**src/common/iscd_map.vh**
```
// opcode fields, function codes and multiply/divide timing for the integer control decoder
`ifndef ISCD_MAP_VH
`define ISCD_MAP_VH
`define ISCD_OP_HI 31
`define ISCD_OP_LO 26
`define ISCD_RS_HI 25
`define ISCD_RS_LO 21
`define ISCD_RT_HI 20
`define ISCD_RT_LO 16
`define ISCD_RD_HI 15
`define ISCD_RD_LO 11
`define ISCD_FN_HI 5
`define ISCD_FN_LO 0
`define ISCD_IMM_HI 15
`define ISCD_TGT_HI 25
`define ISCD_SIGN32 31
`define ISCD_CC_HI 20
`define ISCD_CC_LO 18
`define ISCD_TF_BIT 16
`define ISCD_ND_BIT 17
`define ISCD_OP_SPECIAL 6'h00
`define ISCD_OP_REGIMM 6'h01
`define ISCD_OP_J 6'h02
`define ISCD_OP_JAL 6'h03
`define ISCD_OP_BEQ 6'h04
`define ISCD_OP_BGTZ 6'h07
`define ISCD_OP_BEQL 6'h14
`define ISCD_OP_BGTZL 6'h17
`define ISCD_OP_SYSTEM_CONTROL_UNIT 6'h10
`define ISCD_OP_COP1 6'h11
`define ISCD_OP_COP1X 6'h13
`define ISCD_OP_HINT_FETCH_OFFSET 6'h33
`define ISCD_OP_LD_LO 6'h20
`define ISCD_OP_ST_HI 6'h3F
`define ISCD_FN_MOVCI 6'h01
`define ISCD_FN_JR 6'h08
`define ISCD_FN_JALR 6'h09
`define ISCD_FN_MOVE_IF_ZERO 6'h0A
`define ISCD_FN_MOVE_IF_NONZERO 6'h0B
`define ISCD_FN_SYSCALL 6'h0C
`define ISCD_FN_BREAK 6'h0D
`define ISCD_FN_READ_HIGH_RESULT 6'h10
`define ISCD_FN_READ_LOW_RESULT 6'h12
`define ISCD_FN_SIGNED_WORD_MULTIPLY 6'h18
`define ISCD_FN_UNSIGNED_WORD_MULTIPLY 6'h19
`define ISCD_FN_DIV 6'h1A
`define ISCD_FN_UNSIGNED_WORD_DIVIDE 6'h1B
`define ISCD_FN_SIGNED_DWORD_MULTIPLY 6'h1C
`define ISCD_FN_UNSIGNED_DWORD_MULTIPLY 6'h1D
`define ISCD_FN_SIGNED_DWORD_DIVIDE 6'h1E
`define ISCD_FN_UNSIGNED_DWORD_DIVIDE 6'h1F
`define ISCD_FN_TRAP_LO 6'h30
`define ISCD_FN_TRAP_HI 6'h37
`define ISCD_RS_BC 5'h08
`define ISCD_CO_BIT 25
`define ISCD_C0_XLATE_READ_INDEXED 6'h01
`define ISCD_C0_XLATE_WRITE_INDEXED 6'h02
`define ISCD_C0_XLATE_WRITE_RANDOM 6'h06
`define ISCD_C0_XLATE_PROBE 6'h08
`define ISCD_C0_EXCEPTION_RETURN 6'h18
`define ISCD_C0_WAIT 6'h20
`define ISCD_X_LWX 6'h00
`define ISCD_X_LDX 6'h01
`define ISCD_X_SWX 6'h08
`define ISCD_X_SDX 6'h09
`define ISCD_X_HINT_FETCH_INDEXED 6'h0F
`define ISCD_X_MADD_LO 6'h20
`define ISCD_X_MADD_HI 6'h3F
`define ISCD_LAT_MUL16 7'h04
`define ISCD_REP_MUL16 7'h03
`define ISCD_LAT_MUL32 7'h05
`define ISCD_REP_MUL32 7'h04
`define ISCD_LAT_DIV32 7'h24
`define ISCD_REP_DIV32 7'h24
`define ISCD_LAT_DMUL 7'h09
`define ISCD_REP_DMUL 7'h08
`define ISCD_LAT_SIGNED_DWORD_DIVIDE 7'h44
`define ISCD_REP_SIGNED_DWORD_DIVIDE 7'h44
`define ISCD_ST_IDLE 2'h0
`define ISCD_ST_IDXLD 2'h1
`endif

```
**src/rtl/iscd_decoder.v**
```verilog
// integer instruction decoder with branch target logic and multiply/divide interlock
`timescale 1ns/10ps
`include "iscd_map.vh"
module iscd_decoder #(
    parameter CNT_W = 7
) (
    input wire clock, // pipeline clock
    input wire rst_n, // synchronous reset
    input wire issue_valid, // instruction offered
    input wire [31:0] instr, // instruction word
    input wire [63:0] pc, // address of this instruction
    input wire [63:0] rs_val, // general register rs
    input wire [63:0] rt_val, // general register rt
    input wire [63:0] alu_result, // raw result from alu
    input wire word_op, // alu op is 32-bit
    input wire mul16_hint, // rt operand fits 16 bits
    input wire branch_cond, // integer branch condition true
    input wire cc_write, // fp compare writes a code
    input wire [2:0] cc_write_sel, // code selected by compare
    input wire cc_write_val, // compare outcome
    output wire issue_ready, // instruction accepted this cycle
    output reg [1:0] fmt_r, // 0 imm, 1 jump, 2 register
    output reg use_imm_r, // second operand is immediate
    output reg [63:0] imm_r, // sign-extended immediate
    output reg [63:0] wb_data_r, // sign-corrected result
    output reg redirect_r, // fetch redirect valid
    output reg [63:0] target_r, // redirect target
    output reg nullify_slot_r, // discard delay slot effects
    output reg cmove_do_r, // conditional move performed
    output reg fused_round_r, // round product before add
    output reg fp_indexed_r, // fp reg+reg memory op
    output reg reserved_r, // illegal encoding
    output reg nop_r, // executes with no effect
    output reg [5:0] sysop_r, // onehot: exception_return probe read wi wr wait
    output reg standby_r, // processor in standby
    output reg [7:0] cc_r // fp condition codes
);
    // latency gates hi/lo readers, repeat gates the next muldiv
    reg [CNT_W-1:0] lat_r;
    reg [CNT_W-1:0] lat_nxt;
    reg [CNT_W-1:0] rep_r;
    reg [CNT_W-1:0] rep_nxt;
    // second state marks an indexed load already held once
    reg [1:0] st_r;
    reg [1:0] st_nxt;

    // instruction fields
    wire [5:0] op = instr[`ISCD_OP_HI:`ISCD_OP_LO];
    wire [5:0] fn = instr[`ISCD_FN_HI:`ISCD_FN_LO];
    wire [4:0] rs = instr[`ISCD_RS_HI:`ISCD_RS_LO];
    wire [2:0] cc_sel = instr[`ISCD_CC_HI:`ISCD_CC_LO];
    wire [63:0] sext = {{48{instr[`ISCD_IMM_HI]}}, instr[`ISCD_IMM_HI:0]};
    wire [63:0] slot_pc = pc + 64'h0000000000000004;
    wire is_special = (op == `ISCD_OP_SPECIAL);
    wire is_cop1x = (op == `ISCD_OP_COP1X);
    wire rd_hilo = is_special && (fn == `ISCD_FN_READ_HIGH_RESULT || fn == `ISCD_FN_READ_LOW_RESULT);
    wire is_muldiv = is_special && (fn >= `ISCD_FN_SIGNED_WORD_MULTIPLY) && (fn <= `ISCD_FN_UNSIGNED_DWORD_DIVIDE);
    wire idx_load = is_cop1x && (fn == `ISCD_X_LWX || fn == `ISCD_X_LDX);
    // hi/lo readers wait on latency, new muldiv waits on repeat
    wire stall_hilo = rd_hilo && (lat_r != {CNT_W{1'b0}});
    wire stall_md = is_muldiv && (rep_r != {CNT_W{1'b0}});
    wire stall_idx = idx_load && (st_r == `ISCD_ST_IDLE);
    // standby refuses every offer; only reset leaves it
    assign issue_ready = issue_valid
        && !stall_hilo
        && !stall_md
        && !stall_idx
        && !standby_r;
    wire take = issue_ready;

    // timing of the muldiv offered now; short form only for signed word
    reg [CNT_W-1:0] md_lat;
    reg [CNT_W-1:0] md_rep;
    always @* begin
        md_lat = `ISCD_LAT_MUL32;
        md_rep = `ISCD_REP_MUL32;
        case (fn)
            `ISCD_FN_SIGNED_WORD_MULTIPLY: begin
                // hint comes from the operand path; a wrong hint only mistimes
                if (mul16_hint) begin
                    md_lat = `ISCD_LAT_MUL16;
                    md_rep = `ISCD_REP_MUL16;
                end else begin
                    md_lat = `ISCD_LAT_MUL32;
                    md_rep = `ISCD_REP_MUL32;
                end
            end
            `ISCD_FN_UNSIGNED_WORD_MULTIPLY: begin
                md_lat = `ISCD_LAT_MUL32;
                md_rep = `ISCD_REP_MUL32;
            end
            `ISCD_FN_DIV, `ISCD_FN_UNSIGNED_WORD_DIVIDE: begin
                md_lat = `ISCD_LAT_DIV32;
                md_rep = `ISCD_REP_DIV32;
            end
            `ISCD_FN_SIGNED_DWORD_MULTIPLY, `ISCD_FN_UNSIGNED_DWORD_MULTIPLY: begin
                md_lat = `ISCD_LAT_DMUL;
                md_rep = `ISCD_REP_DMUL;
            end
            `ISCD_FN_SIGNED_DWORD_DIVIDE, `ISCD_FN_UNSIGNED_DWORD_DIVIDE: begin
                md_lat = `ISCD_LAT_SIGNED_DWORD_DIVIDE;
                md_rep = `ISCD_REP_SIGNED_DWORD_DIVIDE;
            end
            default: begin
                md_lat = `ISCD_LAT_MUL32;
                md_rep = `ISCD_REP_MUL32;
            end
        endcase
    end

    always @* begin
        lat_nxt = (lat_r != {CNT_W{1'b0}}) ? lat_r - 1'b1 : lat_r;
        rep_nxt = (rep_r != {CNT_W{1'b0}}) ? rep_r - 1'b1 : rep_r;
        // count includes the issue cycle, so load one less
        if (take && is_muldiv) begin
            lat_nxt = md_lat - 1'b1;
            rep_nxt = md_rep - 1'b1;
        end
    end

    always @* begin
        st_nxt = st_r;
        case (st_r)
            `ISCD_ST_IDLE: begin
                if (issue_valid && stall_idx && !stall_hilo && !stall_md && !standby_r)
                    st_nxt = `ISCD_ST_IDXLD;
            end
            `ISCD_ST_IDXLD: begin
                if (take)
                    st_nxt = `ISCD_ST_IDLE;
            end
            default: st_nxt = `ISCD_ST_IDLE;
        endcase
    end

    // decode outputs, computed combinationally then registered
    reg [1:0] fmt_c;
    reg uimm_c;
    reg redir_c;
    reg null_c;
    reg cmov_c;
    reg fused_c;
    reg fpx_c;
    reg rsv_c;
    reg nop_c;
    reg cc_bit;
    reg [63:0] tgt_c;
    reg [63:0] wb_c;
    reg [5:0] sys_c;
    always @* begin
        fmt_c = 2'h0;
        uimm_c = 1'b1;
        redir_c = 1'b0;
        null_c = 1'b0;
        cmov_c = 1'b0;
        fused_c = 1'b0;
        fpx_c = 1'b0;
        rsv_c = 1'b0;
        nop_c = 1'b0;
        sys_c = 6'h00;
        tgt_c = slot_pc + {sext[61:0], 2'b00};
        cc_bit = cc_r[cc_sel];
        // word ops: trust low half only, replicate bit 31
        wb_c = word_op ? {{32{alu_result[`ISCD_SIGN32]}}, alu_result[31:0]} : alu_result;
        case (op)
            `ISCD_OP_SPECIAL: begin
                fmt_c = 2'h2;
                uimm_c = 1'b0;
                case (fn)
                    `ISCD_FN_JR, `ISCD_FN_JALR: begin
                        // whole 64-bit register, no alignment forced here
                        redir_c = 1'b1;
                        tgt_c = rs_val;
                    end
                    `ISCD_FN_MOVE_IF_ZERO: begin
                        cmov_c = (rt_val == 64'h0000000000000000);
                    end
                    `ISCD_FN_MOVE_IF_NONZERO: begin
                        cmov_c = (rt_val != 64'h0000000000000000);
                    end
                    `ISCD_FN_MOVCI: begin
                        cmov_c = (cc_bit == instr[`ISCD_TF_BIT]);
                    end
                    `ISCD_FN_SYSCALL, `ISCD_FN_BREAK: begin
                        fmt_c = 2'h2;
                    end
                    default: begin
                        if (fn >= `ISCD_FN_TRAP_LO && fn <= `ISCD_FN_TRAP_HI)
                            fmt_c = 2'h2;
                    end
                endcase
            end
            `ISCD_OP_J, `ISCD_OP_JAL: begin
                fmt_c = 2'h1;
                uimm_c = 1'b0;
                redir_c = 1'b1;
                tgt_c = {slot_pc[63:28], instr[`ISCD_TGT_HI:0], 2'b00};
            end
            `ISCD_OP_SYSTEM_CONTROL_UNIT: begin
                if (instr[`ISCD_CO_BIT]) begin
                    case (fn)
                        `ISCD_C0_EXCEPTION_RETURN: sys_c = 6'h01;
                        `ISCD_C0_XLATE_PROBE: sys_c = 6'h02;
                        `ISCD_C0_XLATE_READ_INDEXED: sys_c = 6'h04;
                        `ISCD_C0_XLATE_WRITE_INDEXED: sys_c = 6'h08;
                        `ISCD_C0_XLATE_WRITE_RANDOM: sys_c = 6'h10;
                        `ISCD_C0_WAIT: sys_c = 6'h20;
                        default: rsv_c = 1'b1;
                    endcase
                end
            end
            `ISCD_OP_COP1: begin
                if (rs == `ISCD_RS_BC) begin
                    redir_c = (cc_bit == instr[`ISCD_TF_BIT]);
                    null_c = !redir_c && instr[`ISCD_ND_BIT];
                end
            end
            `ISCD_OP_COP1X: begin
                fmt_c = 2'h2;
                uimm_c = 1'b0;
                if (fn == `ISCD_X_LWX || fn == `ISCD_X_LDX || fn == `ISCD_X_SWX || fn == `ISCD_X_SDX)
                    fpx_c = 1'b1;
                else if (fn == `ISCD_X_HINT_FETCH_INDEXED)
                    nop_c = 1'b1;
                else if (fn >= `ISCD_X_MADD_LO && fn <= `ISCD_X_MADD_HI)
                    fused_c = 1'b1;
                else
                    rsv_c = 1'b1;
            end
            `ISCD_OP_HINT_FETCH_OFFSET: nop_c = 1'b1;
            default: begin
                if ((op >= `ISCD_OP_BEQ && op <= `ISCD_OP_BGTZ) || op == `ISCD_OP_REGIMM) begin
                    redir_c = branch_cond;
                end
                if (op >= `ISCD_OP_BEQL && op <= `ISCD_OP_BGTZL) begin
                    redir_c = branch_cond;
                    null_c = !branch_cond;
                end
                // integer memory ops keep base+offset only
                if (op >= `ISCD_OP_LD_LO && op <= `ISCD_OP_ST_HI)
                    fpx_c = 1'b0;
            end
        endcase
    end

    // muldiv counters and indexed-load state
    always @(posedge clock) begin
        if (!rst_n) begin
            lat_r <= {CNT_W{1'b0}};
            rep_r <= {CNT_W{1'b0}};
            st_r <= `ISCD_ST_IDLE;
        end else begin
            lat_r <= lat_nxt;
            rep_r <= rep_nxt;
            st_r <= st_nxt;
        end
    end

    // codes change only on a compare write or reset, never cleared by decode
    always @(posedge clock) begin
        if (!rst_n)
            cc_r <= 8'h00;
        else if (cc_write)
            cc_r[cc_write_sel] <= cc_write_val;
    end

    // decode results, each valid the cycle after the take edge
    always @(posedge clock) begin
        if (!rst_n) begin
            fmt_r <= 2'h0;
            use_imm_r <= 1'b0;
            imm_r <= 64'h0000000000000000;
            wb_data_r <= 64'h0000000000000000;
            redirect_r <= 1'b0;
            target_r <= 64'h0000000000000000;
            nullify_slot_r <= 1'b0;
            cmove_do_r <= 1'b0;
            fused_round_r <= 1'b0;
            fp_indexed_r <= 1'b0;
            reserved_r <= 1'b0;
            nop_r <= 1'b0;
            sysop_r <= 6'h00;
            standby_r <= 1'b0;
        end else begin
            // result path runs every cycle, independent of issue
            wb_data_r <= wb_c;
            // redirect lands after the slot; slot still issues normally
            fmt_r <= fmt_c;
            use_imm_r <= uimm_c;
            imm_r <= sext;
            redirect_r <= take && redir_c;
            target_r <= tgt_c;
            nullify_slot_r <= take && null_c;
            cmove_do_r <= take && cmov_c;
            fused_round_r <= take && fused_c;
            fp_indexed_r <= take && fpx_c;
            reserved_r <= take && rsv_c;
            nop_r <= take && nop_c;
            sysop_r <= take ? sys_c : 6'h00;
            // standby set by a taken wait and left only by reset; nothing else wakes it
            if (take && sys_c[5])
                standby_r <= 1'b1;
        end
    end
endmodule

```
**config.mk**
```make
export PLATFORM = sky130hd
export DESIGN_NAME = iscd_decoder
export DESIGN_NICKNAME = d
export VERILOG_FILES = /design/src/rtl/iscd_decoder.v
export VERILOG_INCLUDE_DIRS = /design/src /design/src/common
export SDC_FILE = /design/constraint.sdc
export NUM_CORES = 1
export LEC_CHECK = 0
export BUFFER_PORTS_ARGS = -buffer_cell sky130_fd_sc_hd__buf_2
export CAP_MARGIN = 20
export CORE_AREA = 8 8 195 197
export DETAILED_ROUTE_END_ITERATION = 6
export DIE_AREA = 0 0 203 205
export PLACE_DENSITY = 0.66
export REMOVE_ABC_BUFFERS = 1
export SLEW_MARGIN = 10
export SYNTH_ARGS = -nofsm -noshare
export SYNTH_HDL_FRONTEND = slang
export SYNTH_SLANG_ARGS = --single-unit
```
**constraint.sdc**
```tcl
create_clock -name clock -period 4.5 [get_ports clock]
set_clock_uncertainty 0.15 [all_clocks]
set_input_delay 0.675 -clock clock [delete_from_list [all_inputs] [get_ports clock]]
set_output_delay 0.675 -clock clock [all_outputs]
set_load 0.005 [all_outputs]
```
==> results of run 1 <==
==> layout by cell type, fill, tap and decap left out, types with 5 or more instances in the layout <==
cell	instances
nand2_1	122
clkbuf_16	17
nor3_1	31
and2_1	51
o21ai_1	8
o211ai_1	8
nor3_2	5
and3_1	16
nand2b_1	49
mux2i_1	12
xor2_1	37
ha_1	66
a21o_1	22
xnor2_2	8
nor3b_1	9
xnor2_1	74
o22ai_1	26
nor2_1	96
or4_1	5
nand4_1	43
nor4_1	26
a22oi_1	56
o21ai_0	45
a21oi_1	155
buf_4	290
buf_2	517
o21a_1	8
and4_1	7
dfxtp_1	183
or3_1	6
inv_1	23
nand3_1	53
o21bai_1	12
==> worst paths after layout <==
| check | endpoint | slack [ps] |
|---|---|---|
| worst max-delay path | target_r[55]$_SDFF_PN0_ | 60 |
| worst min-delay path | wb_data_r[18]$_SDFF_PN0_ | 280 |
| worst min register to register | standby_r$_SDFFE_PN0P_ | 360 |
| worst max register to register | lat_r[6]$_SDFFE_PN0P_ | 1740 |
==> power groups by stage <==
stage               Combinational [mW]  Sequential (mW)  Clock (mW)
finish                            1.80             1.88        1.57
global route                      1.97             1.90        1.67
CTS                               1.77             1.88        1.61
detailed placement                1.76             1.92           0
global placement                  1.75             1.91           0
floorplan                        0.865             1.93           0
==> flip-flops by register name (all words and copies together) (netlist names), 2 cells and up <==
name       count
wb_data_r     64
rep_r          7
fmt_r          2
lat_r          7
target_r      64
cc_r           8
imm_r         16
sysop_r        6
==> cell type report <==
| class | instances | area (sq um) | share of cell area, % |
|---|---|---|---|
| flip-flops and latches | 184 | 3685 | 21.12 |
| well taps | 461 | 576.8 | 3.306 |
| diodes | 4 | 10.01 | 0.05737 |
| inverters | 25 | 96.34 | 0.5522 |
| clock inverters | 15 | 178.9 | 1.025 |
| multi-input cells | 1149 | 7671 | 43.97 |
| repair buffers | 809 | 4805 | 27.54 |
| clock buffers | 17 | 425.4 | 2.438 |
==> synth_stat cells (17+ instances only) <==
library cell and n:
a21o_1 22, a21oi_1 159, a22oi_1 56, and2_1 51, and3_1 17, buf_4 50
clkbuf_1 57, dfxtp_1 184, ha_1 67, inv_1 23, nand2_1 123, nand2b_1 49
nand3_1 53, nand4_1 43, nor2_1 101, nor3_1 34, nor4_1 27, o21ai_0 51
o22ai_1 26, xnor2_1 81, xor2_1 37
==> through the flow <==
step / power, mW / worst slack, ps / hold WS (ps) / cells
2_1_floorplan: 2.793 / -3489 / 314.2 / 1358
3_3_place_gp: 3.658 / -773.0 / 330.9 / 2621
3_5_place_dp: 3.674 / -766.0 / 332.4 / 2623
4_1_cts: 5.265 / 2.531 / 248.3 / 2655
5_1_grt: 5.547 / -158.6 / 259.1 / 2664
6_report: 5.250 / 55.99 / 278.0 / 2664
==> logic make-up (layout without fill, tap and decap cells) <==
logic type | after synthesis | after routing | synth area share [%]
other cells | 0 | 4 | 0
buf+inv | 151 | 866 | 6.426
flops | 184 | 184 | 30.91
fa+ha+maj | 68 | 68 | 7.203
simple gates | 554 | 554 | 24.54
mux | 14 | 14 | 1.386
compound gates | 394 | 394 | 20.73
xor+xnor | 119 | 119 | 8.809
==> what timing repair did <==
item / CTS / global route
resized for setup: 6 / 36
hold endpoints to repair: 0 / 0
pin swaps: 1 / 10
setup endpoints to repair: 11 / 20
hold buffers: 0 / 0
setup buffers: 0 / 5
==> routing by layer <==
metal  part of all wire [%]  GRT usage (%)  up-vias  wire [um]
li1                       -              -     6724          -
met1                     42          29.84     6639      22470
met2                     48          41.97      590      25750
met3                    7.2          5.108       73       3842
met4                    2.4          7.951        0       1258
met5                      0              0        -          0
==> summary.md, run 1 <==
| Metric | Value |
|---|---|
| Top cells by area, synth | `dfxtp_1, ha_1, a21oi_1` |
| Worst-Margin Slew | `1083 ps` |
| Critical path required time | `4720 ps` |
| Fin area | `17,450 sq um` |
| Async SR Flop Fraction | `0%` |
| WP buf/inv | `7` |
| RSZ-0062 raised after global routing | `true` |
| Number of synthesis warnings | `0` |
| Drt total wl | `53.32 mm` |
| Max-slew violations | `0` |
| Largest net degree at the start of global routing | `58` |
| DIE AREA | `41,620 sq um` |
| Crit path arrival time | `4660 ps` |
| First-pass GRT wire length | `79.74 mm` |
| Critical path class | `primary input to flop` |
| Max Cap Viol | `0` |
| Vias | `14,030` |
| Top delay family on crit path | `simple AND/OR/NAND/NOR gates` |
| Gate power share | `34.2%` |
| Min-Delay Startpoint | `alu_result[18]` |
| Final-report hold violation count | `0` |
| Register bit total from synthesis | `184` |
| Fillers | `3,447` |
| Worst-path clk slew | `80 ps` |
| Crit path capture type | `flop` |
| Startpoint Class | `primary input` |
| CP Cell Sequence | `buf_2, and4_4, buf_4, nand4_1, buf_4, nor3_4, buf_4, buf_4, nand3_1, xnor2_2, ha_1, buf_4, nand2_1, nor3_2, o311ai_2, nor3_1, o21ai_2, a211oi_4, buf_4, nor2_2, o21ai_0, xor2_1, o2bb2ai_1` |
| Post-synthesis cell count | `1,484` |
| Dpl hpwl | `43.47 mm` |
| CTS Sinks | `184` |
| GRT overflow | `0` |
| Peak VDD IR | `0.2650 mV` |
| Nets | `2,553` |
| Internal Power | `3.462 mW` |
| H-tree Lvls | `4` |
| Core box area | `34,960 sq um` |
| Clock buffer depth | `2` |
| Fin Setup TNS | `0 ps` |
| Dpl cell area | `16,610 sq um` |
| Post-detailed-route via-to-cell ratio | `5.265` |
| CP max-delay cell | `a211oi_4` |
| Prevailing post-synth register cell | `dfxtp_1` |
| Cts bufs inserted | `17` |
| Crit path time final | `4444 ps` |
| CP startpoint | `pc[16]` |
| Vias in the first global route | `13,930` |
| Area grow syn2layout | `46.42%` |
| Worst skew pair latency | `450 ps` |
| Syn Area/Cell | `8.030 sq um` |
| First-pass DRT Iterations | `5` |
| Die width | `203 um` |
| PortBufs | `516` |
| Status | `completed` |
| Post-synth top area share | `30.91%` |
| Net Switching | `1.788 mW` |
| Overall global routing resource usage | `24.32%` |
| Clock share of power | `30.0%` |
| Post-synth EDFFs | `0` |
| # IOs | `517` |
| CP dominant cell by count | `buf_4` |
| Detailed-route DRC error count | `0` |
| Worst r2r src | `lat_r[6]$_SDFFE_PN0P_` |
| Final Setup Violations | `0` |
| Root buf cell | `clkbuf_16` |
| Hold Path Class | `primary input to flop` |
| DRT iter0 DRCs | `1,051` |
| Rows | `69` |
| Leakage | `8.390 nW` |
| Worst Reg2Reg Path Length in Cells | `12` |
| FMAX | `225.0 MHz` |
| Antenna Nets Post-Route | `0` |
| Seq pwr share | `35.8%` |
| Period utilization | `98.76%` |
| Post-layout util | `49.90%` |
| Starting Density | `34.08%` |
| Hold depth | `2` |
| Mapped Area | `11,920 sq um` |
| TritonCTS clock tree | `built` |
| Height of the chip | `205 um` |
| Placer Congestion | `0.9454` |
| Drt wl/cell | `20.02 um` |
| Initial antenna violation count | `6` |
| Synth area leader | `dfxtp_1` |
| Synth unique cells | `82` |
| Worst path depth | `23` |
| Share of cells above drive strength 1 | `41.06%` |
| PwrDens | `300.9 nW/um^2` |
| Sw frac | `34.06%` |
| Critical-path maximum fanout | `4` |
| Seq/Total Area, Yosys | `30.91%` |
| Worst rel slew slack | `27.62%` |
| CP peak stage delay | `320 ps` |
Power figures use the tool's default switching activity.
==> run 2, diff against run 1 <==
--- a/config.mk
+++ b/config.mk
@@ -9,6 +9,7 @@
 export BUFFER_PORTS_ARGS = -buffer_cell sky130_fd_sc_hd__buf_2
 export CAP_MARGIN = 20
 export CORE_AREA = 8 8 195 197
+export CTS_CLUSTER_SIZE = 24
 export DETAILED_ROUTE_END_ITERATION = 6
 export DIE_AREA = 0 0 203 205
 export PLACE_DENSITY = 0.66
==> constraint.sdc (replaced) <==
create_clock -name clock -period 4.5 [get_ports clock]
set_clock_uncertainty 0.15 [all_clocks]
set_input_delay 0.45 -clock clock [delete_from_list [all_inputs] [get_ports clock]]
set_output_delay 0.45 -clock clock [all_outputs]
set_load 0.005 [all_outputs]
==> run 2 against run 1 <==
Effect of this change: cell count decreased by 3.4%; die area unchanged; critical path depth decreased by 2; via count decreased by 1.8%; maximum frequency increased by 5.3%; flip-flop and latch count unchanged; design area decreased by 5.0%; sequential share of layout area increased by 1.1 points; routed wire length decreased by 2.7%; power decreased by 2.3%; global-route usage decreased by 0.54 points; largest power group unchanged; worst hold slack got worse by 230 ps; largest cell class unchanged.
==> summary.md, run 2 (synthesized netlist as in run 1, its figures left out) <==
| Metric | Value |
|---|---|
| Biggest regs | `target_r (64), wb_data_r (64), imm_r (16)` |
| CTS Sinks | `184` |
| Largest net degree at the start of global routing | `59` |
| Post-detailed-route via-to-cell ratio | `5.353` |
| Root buf cell | `clkbuf_16` |
| Max-slew violations | `0` |
| Hold Path Class | `primary input to flop` |
| Crit path capture type | `flop` |
| Final-report hold violation count | `0` |
| Detailed-route DRC error count | `0` |
| Worst r2r src | `lat_r[5]$_SDFFE_PN0P_` |
| TritonCTS clock tree | `built` |
| DRT iter0 DRCs | `1,093` |
| Hold depth | `2` |
| Die width | `203 um` |
| Min-Delay Startpoint | `alu_result[20]` |
| Fillers | `3,468` |
| Clock buffer depth | `2` |
| GRT overflow | `0` |
| Worst-path clk slew | `80 ps` |
| Critical-path maximum fanout | `4` |
| PortBufs | `516` |
| # IOs | `517` |
| Most common cell after layout, fill and taps aside | `buf_2` |
| Status | `completed` |
| Startpoint Class | `primary input` |
| H-tree Lvls | `4` |
| Critical path required time | `4680 ps` |
| Vias | `13,770` |
| Max Cap Viol | `0` |
| Nets | `2,464` |
| Rows | `69` |
| Antenna Nets Post-Route | `0` |
| Peak VDD IR | `0.2671 mV` |
| PwrDens | `309.5 nW/um^2` |
| Drt total wl | `51.89 mm` |
| Worst Reg2Reg Path Length in Cells | `12` |
| Area grow syn2layout | `39.14%` |
| Dpl hpwl | `42.53 mm` |
| Final Setup Violations | `0` |
| First-pass DRT Iterations | `6` |
| Worst rel slew slack | `30.14%` |
| Initial antenna violation count | `2` |
| Worst skew pair latency | `450 ps` |
| R2r setup slk | `1640 ps` |
| DIE AREA | `41,620 sq um` |
| Crit path arrival time | `4400 ps` |
| Sequential Area | `3685 sq um` |
| Cts bufs inserted | `17` |
| Power Total | `5.132 mW` |
| Vias in the first global route | `13,700` |
| Starting Density | `34.08%` |
| Crit path time final | `4221 ps` |
| Drt wl/cell | `20.17 um` |
| Placer Congestion | `0.9692` |
| Critical path class | `primary input to flop` |
| Share of cells above drive strength 1 | `37.35%` |
| Core box area | `34,960 sq um` |
| Leakage | `7.866 nW` |
| Multi-input logic area | `7493 sq um` |
| Placed instance count | `2,539` |
| RSZ-0062 raised after global routing | `false` |
| FMAX | `236.9 MHz` |
| Final cell count without fillers | `2,573` |
| Period utilization | `93.81%` |
| Hold path endpoint | `wb_data_r[20]$_SDFF_PN0_` |
| Reg-to-reg endpoint | `lat_r[6]$_SDFFE_PN0P_` |
| Post-CTS Repair Setup Buffers | `0` |
| Worst hold margin | `47.21 ps` |
| Height of the chip | `205 um` |
| Commonest cells after routing, fill and taps aside | `buf_2, buf_4, dfxtp_1` |
| Worst-Margin Slew | `1045 ps` |
| First-pass GRT wire length | `78.09 mm` |
| Overall global routing resource usage | `23.78%` |
-- run 2: cell count changes in the layout (fill, tap and decap cells not counted), moves of 4 or more --
cell,delta
a21oi_1,+4
a21oi_2,-4
buf_4,-87
o21ai_0,+5
xnor2_1,+7
xnor2_2,-7
-- run 2: report_power, final --
group	internal (mW)	switching [mW]	total, mW
clock network	0.757	0.786	1.54
logic	0.792	0.915	1.71
registers	1.80	0.0782	1.88
total	3.35	1.78	5.13
-- run 2: layout make-up --
type	instances	share of cell area, %
diodes	2	0.03018
flip-flops and latches	184	22.22
repair buffers	720	24.89
clock buffers	18	2.649
clock inverters	14	0.9583
well taps	461	3.479
inverters	25	0.5810
multi-input cells	1149	45.19
-- run 2: worst max-delay path by stage --
stage,from,endpoint,slack [ps],depth (start not counted)
6_report,pc[9],target_r[55]$_SDFF_PN0_,280,21
5_1_grt,pc[24],target_r[60]$_SDFF_PN0_,40,19
4_1_cts,pc[9],target_r[61]$_SDFF_PN0_,200,20
3_5_place_dp,pc[9],target_r[61]$_SDFF_PN0_,-270,20
3_3_place_gp,pc[9],target_r[61]$_SDFF_PN0_,-180,20
2_1_floorplan,instr[28],target_r[54]$_SDFF_PN0_,-3260,7
-- run 2: worst max-delay path, cell delays in order --
cell and delay (ps):
buf_2 100, and4_2 320, nand3_1 110, nor4_2 150, buf_4 160, nand2_1 130
nor3_1 280, nand4_1 190, xnor2_1 250, ha_1 330, buf_4 160, a21oi_1 220
o21ai_0 130, a21oi_1 230, and3_1 230, a211oi_2 100, buf_4 180, nor2_1 210
o21ai_0 150, xor2_1 170, o2bb2ai_1 140
-- run 2: layer usage --
| metal | part of all wire, % | wire (um) | track usage (%) |
|---|---|---|---|
| met5 | 0 | 0 | 0 |
| met2 | 48 | 24870 | 40.60 |
| met3 | 7.8 | 4031 | 4.902 |
| met1 | 42 | 21770 | 29.77 |
| met4 | 2.4 | 1228 | 7.252 |
-- run 2: repair_timing --
item                                    4_1_cts  5_1_grt
endpoints found under the setup margin        0        6
hold buffers                                  0        0
resized for setup                             0        4
-- run 2: per-stage QoR --
step	setup slack, ps	utilization [%]	cell area, sq um	TNS [ps]
after floorplan	-3264	-	11240	-165350
final	278.6	47.42	16580	0
after global placement	-180.4	45.68	15970	-1038
after detailed placement	-265.5	45.68	15970	-1688
after CTS	203.4	47.39	16570	0
after global routing	36.62	47.42	16580	0
==> run 3, diff against run 2 <==
--- a/config.mk
+++ b/config.mk
@@ -8,11 +8,11 @@
 export LEC_CHECK = 0
 export BUFFER_PORTS_ARGS = -buffer_cell sky130_fd_sc_hd__buf_2
 export CAP_MARGIN = 20
-export CORE_AREA = 8 8 195 197
+export CORE_AREA = 8 8 194 196
 export CTS_CLUSTER_SIZE = 24
 export DETAILED_ROUTE_END_ITERATION = 6
-export DIE_AREA = 0 0 203 205
-export PLACE_DENSITY = 0.66
+export DIE_AREA = 0 0 202 204
+export PLACE_DENSITY = 0.64
 export REMOVE_ABC_BUFFERS = 1
 export SLEW_MARGIN = 10
 export SYNTH_ARGS = -nofsm -noshare
==> constraint.sdc (replaced) <==
create_clock -name clock -period 5.15 [get_ports clock]
set_clock_uncertainty 0.15 [all_clocks]
set_input_delay 0.515 -clock clock [delete_from_list [all_inputs] [get_ports clock]]
set_output_delay 0.515 -clock clock [all_outputs]
set_load 0.005 [all_outputs]
==> run 3 against run 2 <==
Effect of this change: die area is 0.98% lower; power is 13% lower; largest power group unchanged; first-iteration DRC count is 5.3% lower; via count is 4.9% lower; critical path type unchanged.
==> summary.md, run 3 (synthesized netlist as in run 1, its figures left out) <==
| Metric | Value |
|---|---|
| Status | `completed` |
| Post-CTS Repair Setup Buffers | `0` |
| PnR worst setup slack | `515.0 ps` |
| TritonCTS clock tree | `built` |
| Initial antenna violation count | `8` |
| Drt wl/cell | `21.10 um` |
| Share of cells above drive strength 1 | `32.59%` |
| Commonest cells after routing, fill and taps aside | `buf_2, dfxtp_1, a21oi_1` |
| Clock buffer depth | `2` |
| CP max-delay cell | `nor4_1` |
| Sw frac | `34.20%` |
| Core box area | `34,790 sq um` |
| Critical path class | `primary input to flop` |
| Max Cap Viol | `0` |
| Worst-Margin Slew | `1063 ps` |
| H-tree Lvls | `4` |
| FMAX | `215.8 MHz` |
| Biggest regs | `target_r (64), wb_data_r (64), imm_r (16)` |
| Nets | `2,318` |
| Placed instance count | `2,393` |
| Most common cell after layout, fill and taps aside | `buf_2` |
| Post-layout util | `44.64%` |
| Worst rel slew slack | `28.56%` |
| Final-report hold violation count | `0` |
| DRT iter0 DRCs | `1,035` |
| # IOs | `517` |
| CP peak stage delay | `440 ps` |
| Vias in the first global route | `13,140` |
| Crit path time final | `4635 ps` |
| PwrDens | `286.0 nW/um^2` |
| Detailed-route DRC error count | `0` |
| GRT overflow | `0` |
| Power Total | `4.442 mW` |
| Post-cts sizing count | `0` |
| Die width | `202 um` |
| Worst-path clk slew | `80 ps` |
| CTS Sinks | `184` |
| Clock share of power | `32.1%` |
| Critical-path maximum fanout | `5` |
| Area grow syn2layout | `30.33%` |
| Max-slew violations | `0` |
| First-pass DRT Iterations | `5` |
| Dpl hpwl | `41.47 mm` |
| Crit path capture type | `flop` |
| Root buf cell | `clkbuf_16` |
| Final Setup Violations | `0` |
| Height of the chip | `204 um` |
| Largest net degree at the start of global routing | `71` |
| Internal Power | `2.923 mW` |
| Peak VDD IR | `0.2287 mV` |
| Antenna Nets Post-Route | `0` |
| PortBufs | `516` |
| Startpoint Class | `primary input` |
| Critical path required time | `5300 ps` |
| Vias | `13,100` |
| Worst skew pair latency | `450 ps` |
| Crit path arrival time | `4790 ps` |
| Drt total wl | `51.33 mm` |
| Final cell count without fillers | `2,433` |
| Period utilization | `90.00%` |
| RSZ-0062 raised after global routing | `false` |
| Post-cts hold buffer count | `0` |
| Post-detailed-route via-to-cell ratio | `5.383` |
| Starting Density | `34.25%` |
| Seq pwr share | `37.0%` |
| Placer Congestion | `0.9407` |
| Gate power share | `30.9%` |
| DIE AREA | `41,210 sq um` |
| Hold Path Class | `primary input to flop` |
| CP Cell Sequence | `buf_2, and4_1, nand3_1, nor4_2, buf_4, and3_1, nand3_1, or2_2, xnor2_1, ha_1, nand2_1, nor4_1, a21boi_0, nand2b_1, o32a_1, o21ba_1, xor2_1, o211ai_1` |
| Overall global routing resource usage | `23.86%` |
| Leakage | `7.190 nW` |
| First-pass GRT wire length | `77.40 mm` |
| Pre-CTS setup slack | `113.6 ps` |
| CP dominant cell by count | `nand3_1` |
| Cts bufs inserted | `17` |
| Rows | `69` |
| Net Switching | `1.519 mW` |
-- run 3: cell count changes in the layout (fill, tap and decap cells not counted), moves of 2 or more --
cell,before,now
diode_2,2,8
buf_4,203,56
clkinv_8,5,1
clkinvlp_4,3,0
inv_8,1,5
bufinv_16,0,2
-- run 3: final timing paths --
| kind | endpoint | startpoint | slack [ps] | cells after the start |
|---|---|---|---|---|
| hold / removal | wb_data_r[17]$_SDFF_PN0_ | alu_result[17] | 120 | 2 |
| hold reg to reg | standby_r$_SDFFE_PN0P_ | standby_r$_SDFFE_PN0P_ | 320 | 1 |
| setup reg to reg | lat_r[6]$_SDFFE_PN0P_ | lat_r[5]$_SDFFE_PN0P_ | 2130 | 12 |
| setup / recovery | target_r[58]$_SDFF_PN0_ | pc[6] | 520 | 18 |
-- run 3: layer usage --
layer  GRT usage [%]  wire length, um
met1           28.88            21270
met2           39.79            24480
met3           6.404             3911
met4           9.575             1646
met5               0               15
-- run 3: worst max-delay path: cells and delay by family --
family                   cells  cell delay [ps]
adder cells (fa/ha/maj)      1              370
XOR/XNOR                     2              400
AND/OR/NAND/NOR              9             2320
buffers and inverters        2              310
AO/OA/AOI/OAI                4              860
-- run 3: final cells by class --
cell class	instances	area [sq um]
Fill cell	3558	19260
Tap cell	461	576.8
Inverter	25	96.34
Antenna cell	8	20.02
Clock buffer	17	425.4
Multi-Input combinational cell	1149	7487
Sequential cell	184	3685
Timing Repair Buffer	574	3043
Clock inverter	15	197.7
-- run 3: per-stage QoR --
step,hold WS [ps],TNS [ps],instance area [sq um]
final,122.0,0,15530
after global routing,108.2,0,15530
after CTS,93.30,0,15510
after detailed placement,305.5,0,14890
after global placement,298.8,0,14890
after floorplan,314.2,-126310,11240
-- run 3: power groups by stage --
stage                     logic (mW)  registers [mW]  clock network [mW]
after floorplan                0.756            1.68                   0
after global placement          1.35            1.67                   0
after detailed placement        1.36            1.68                   0
after CTS                       1.37            1.65                1.47
after global routing            1.52            1.66                1.52
final                           1.37            1.64                1.43
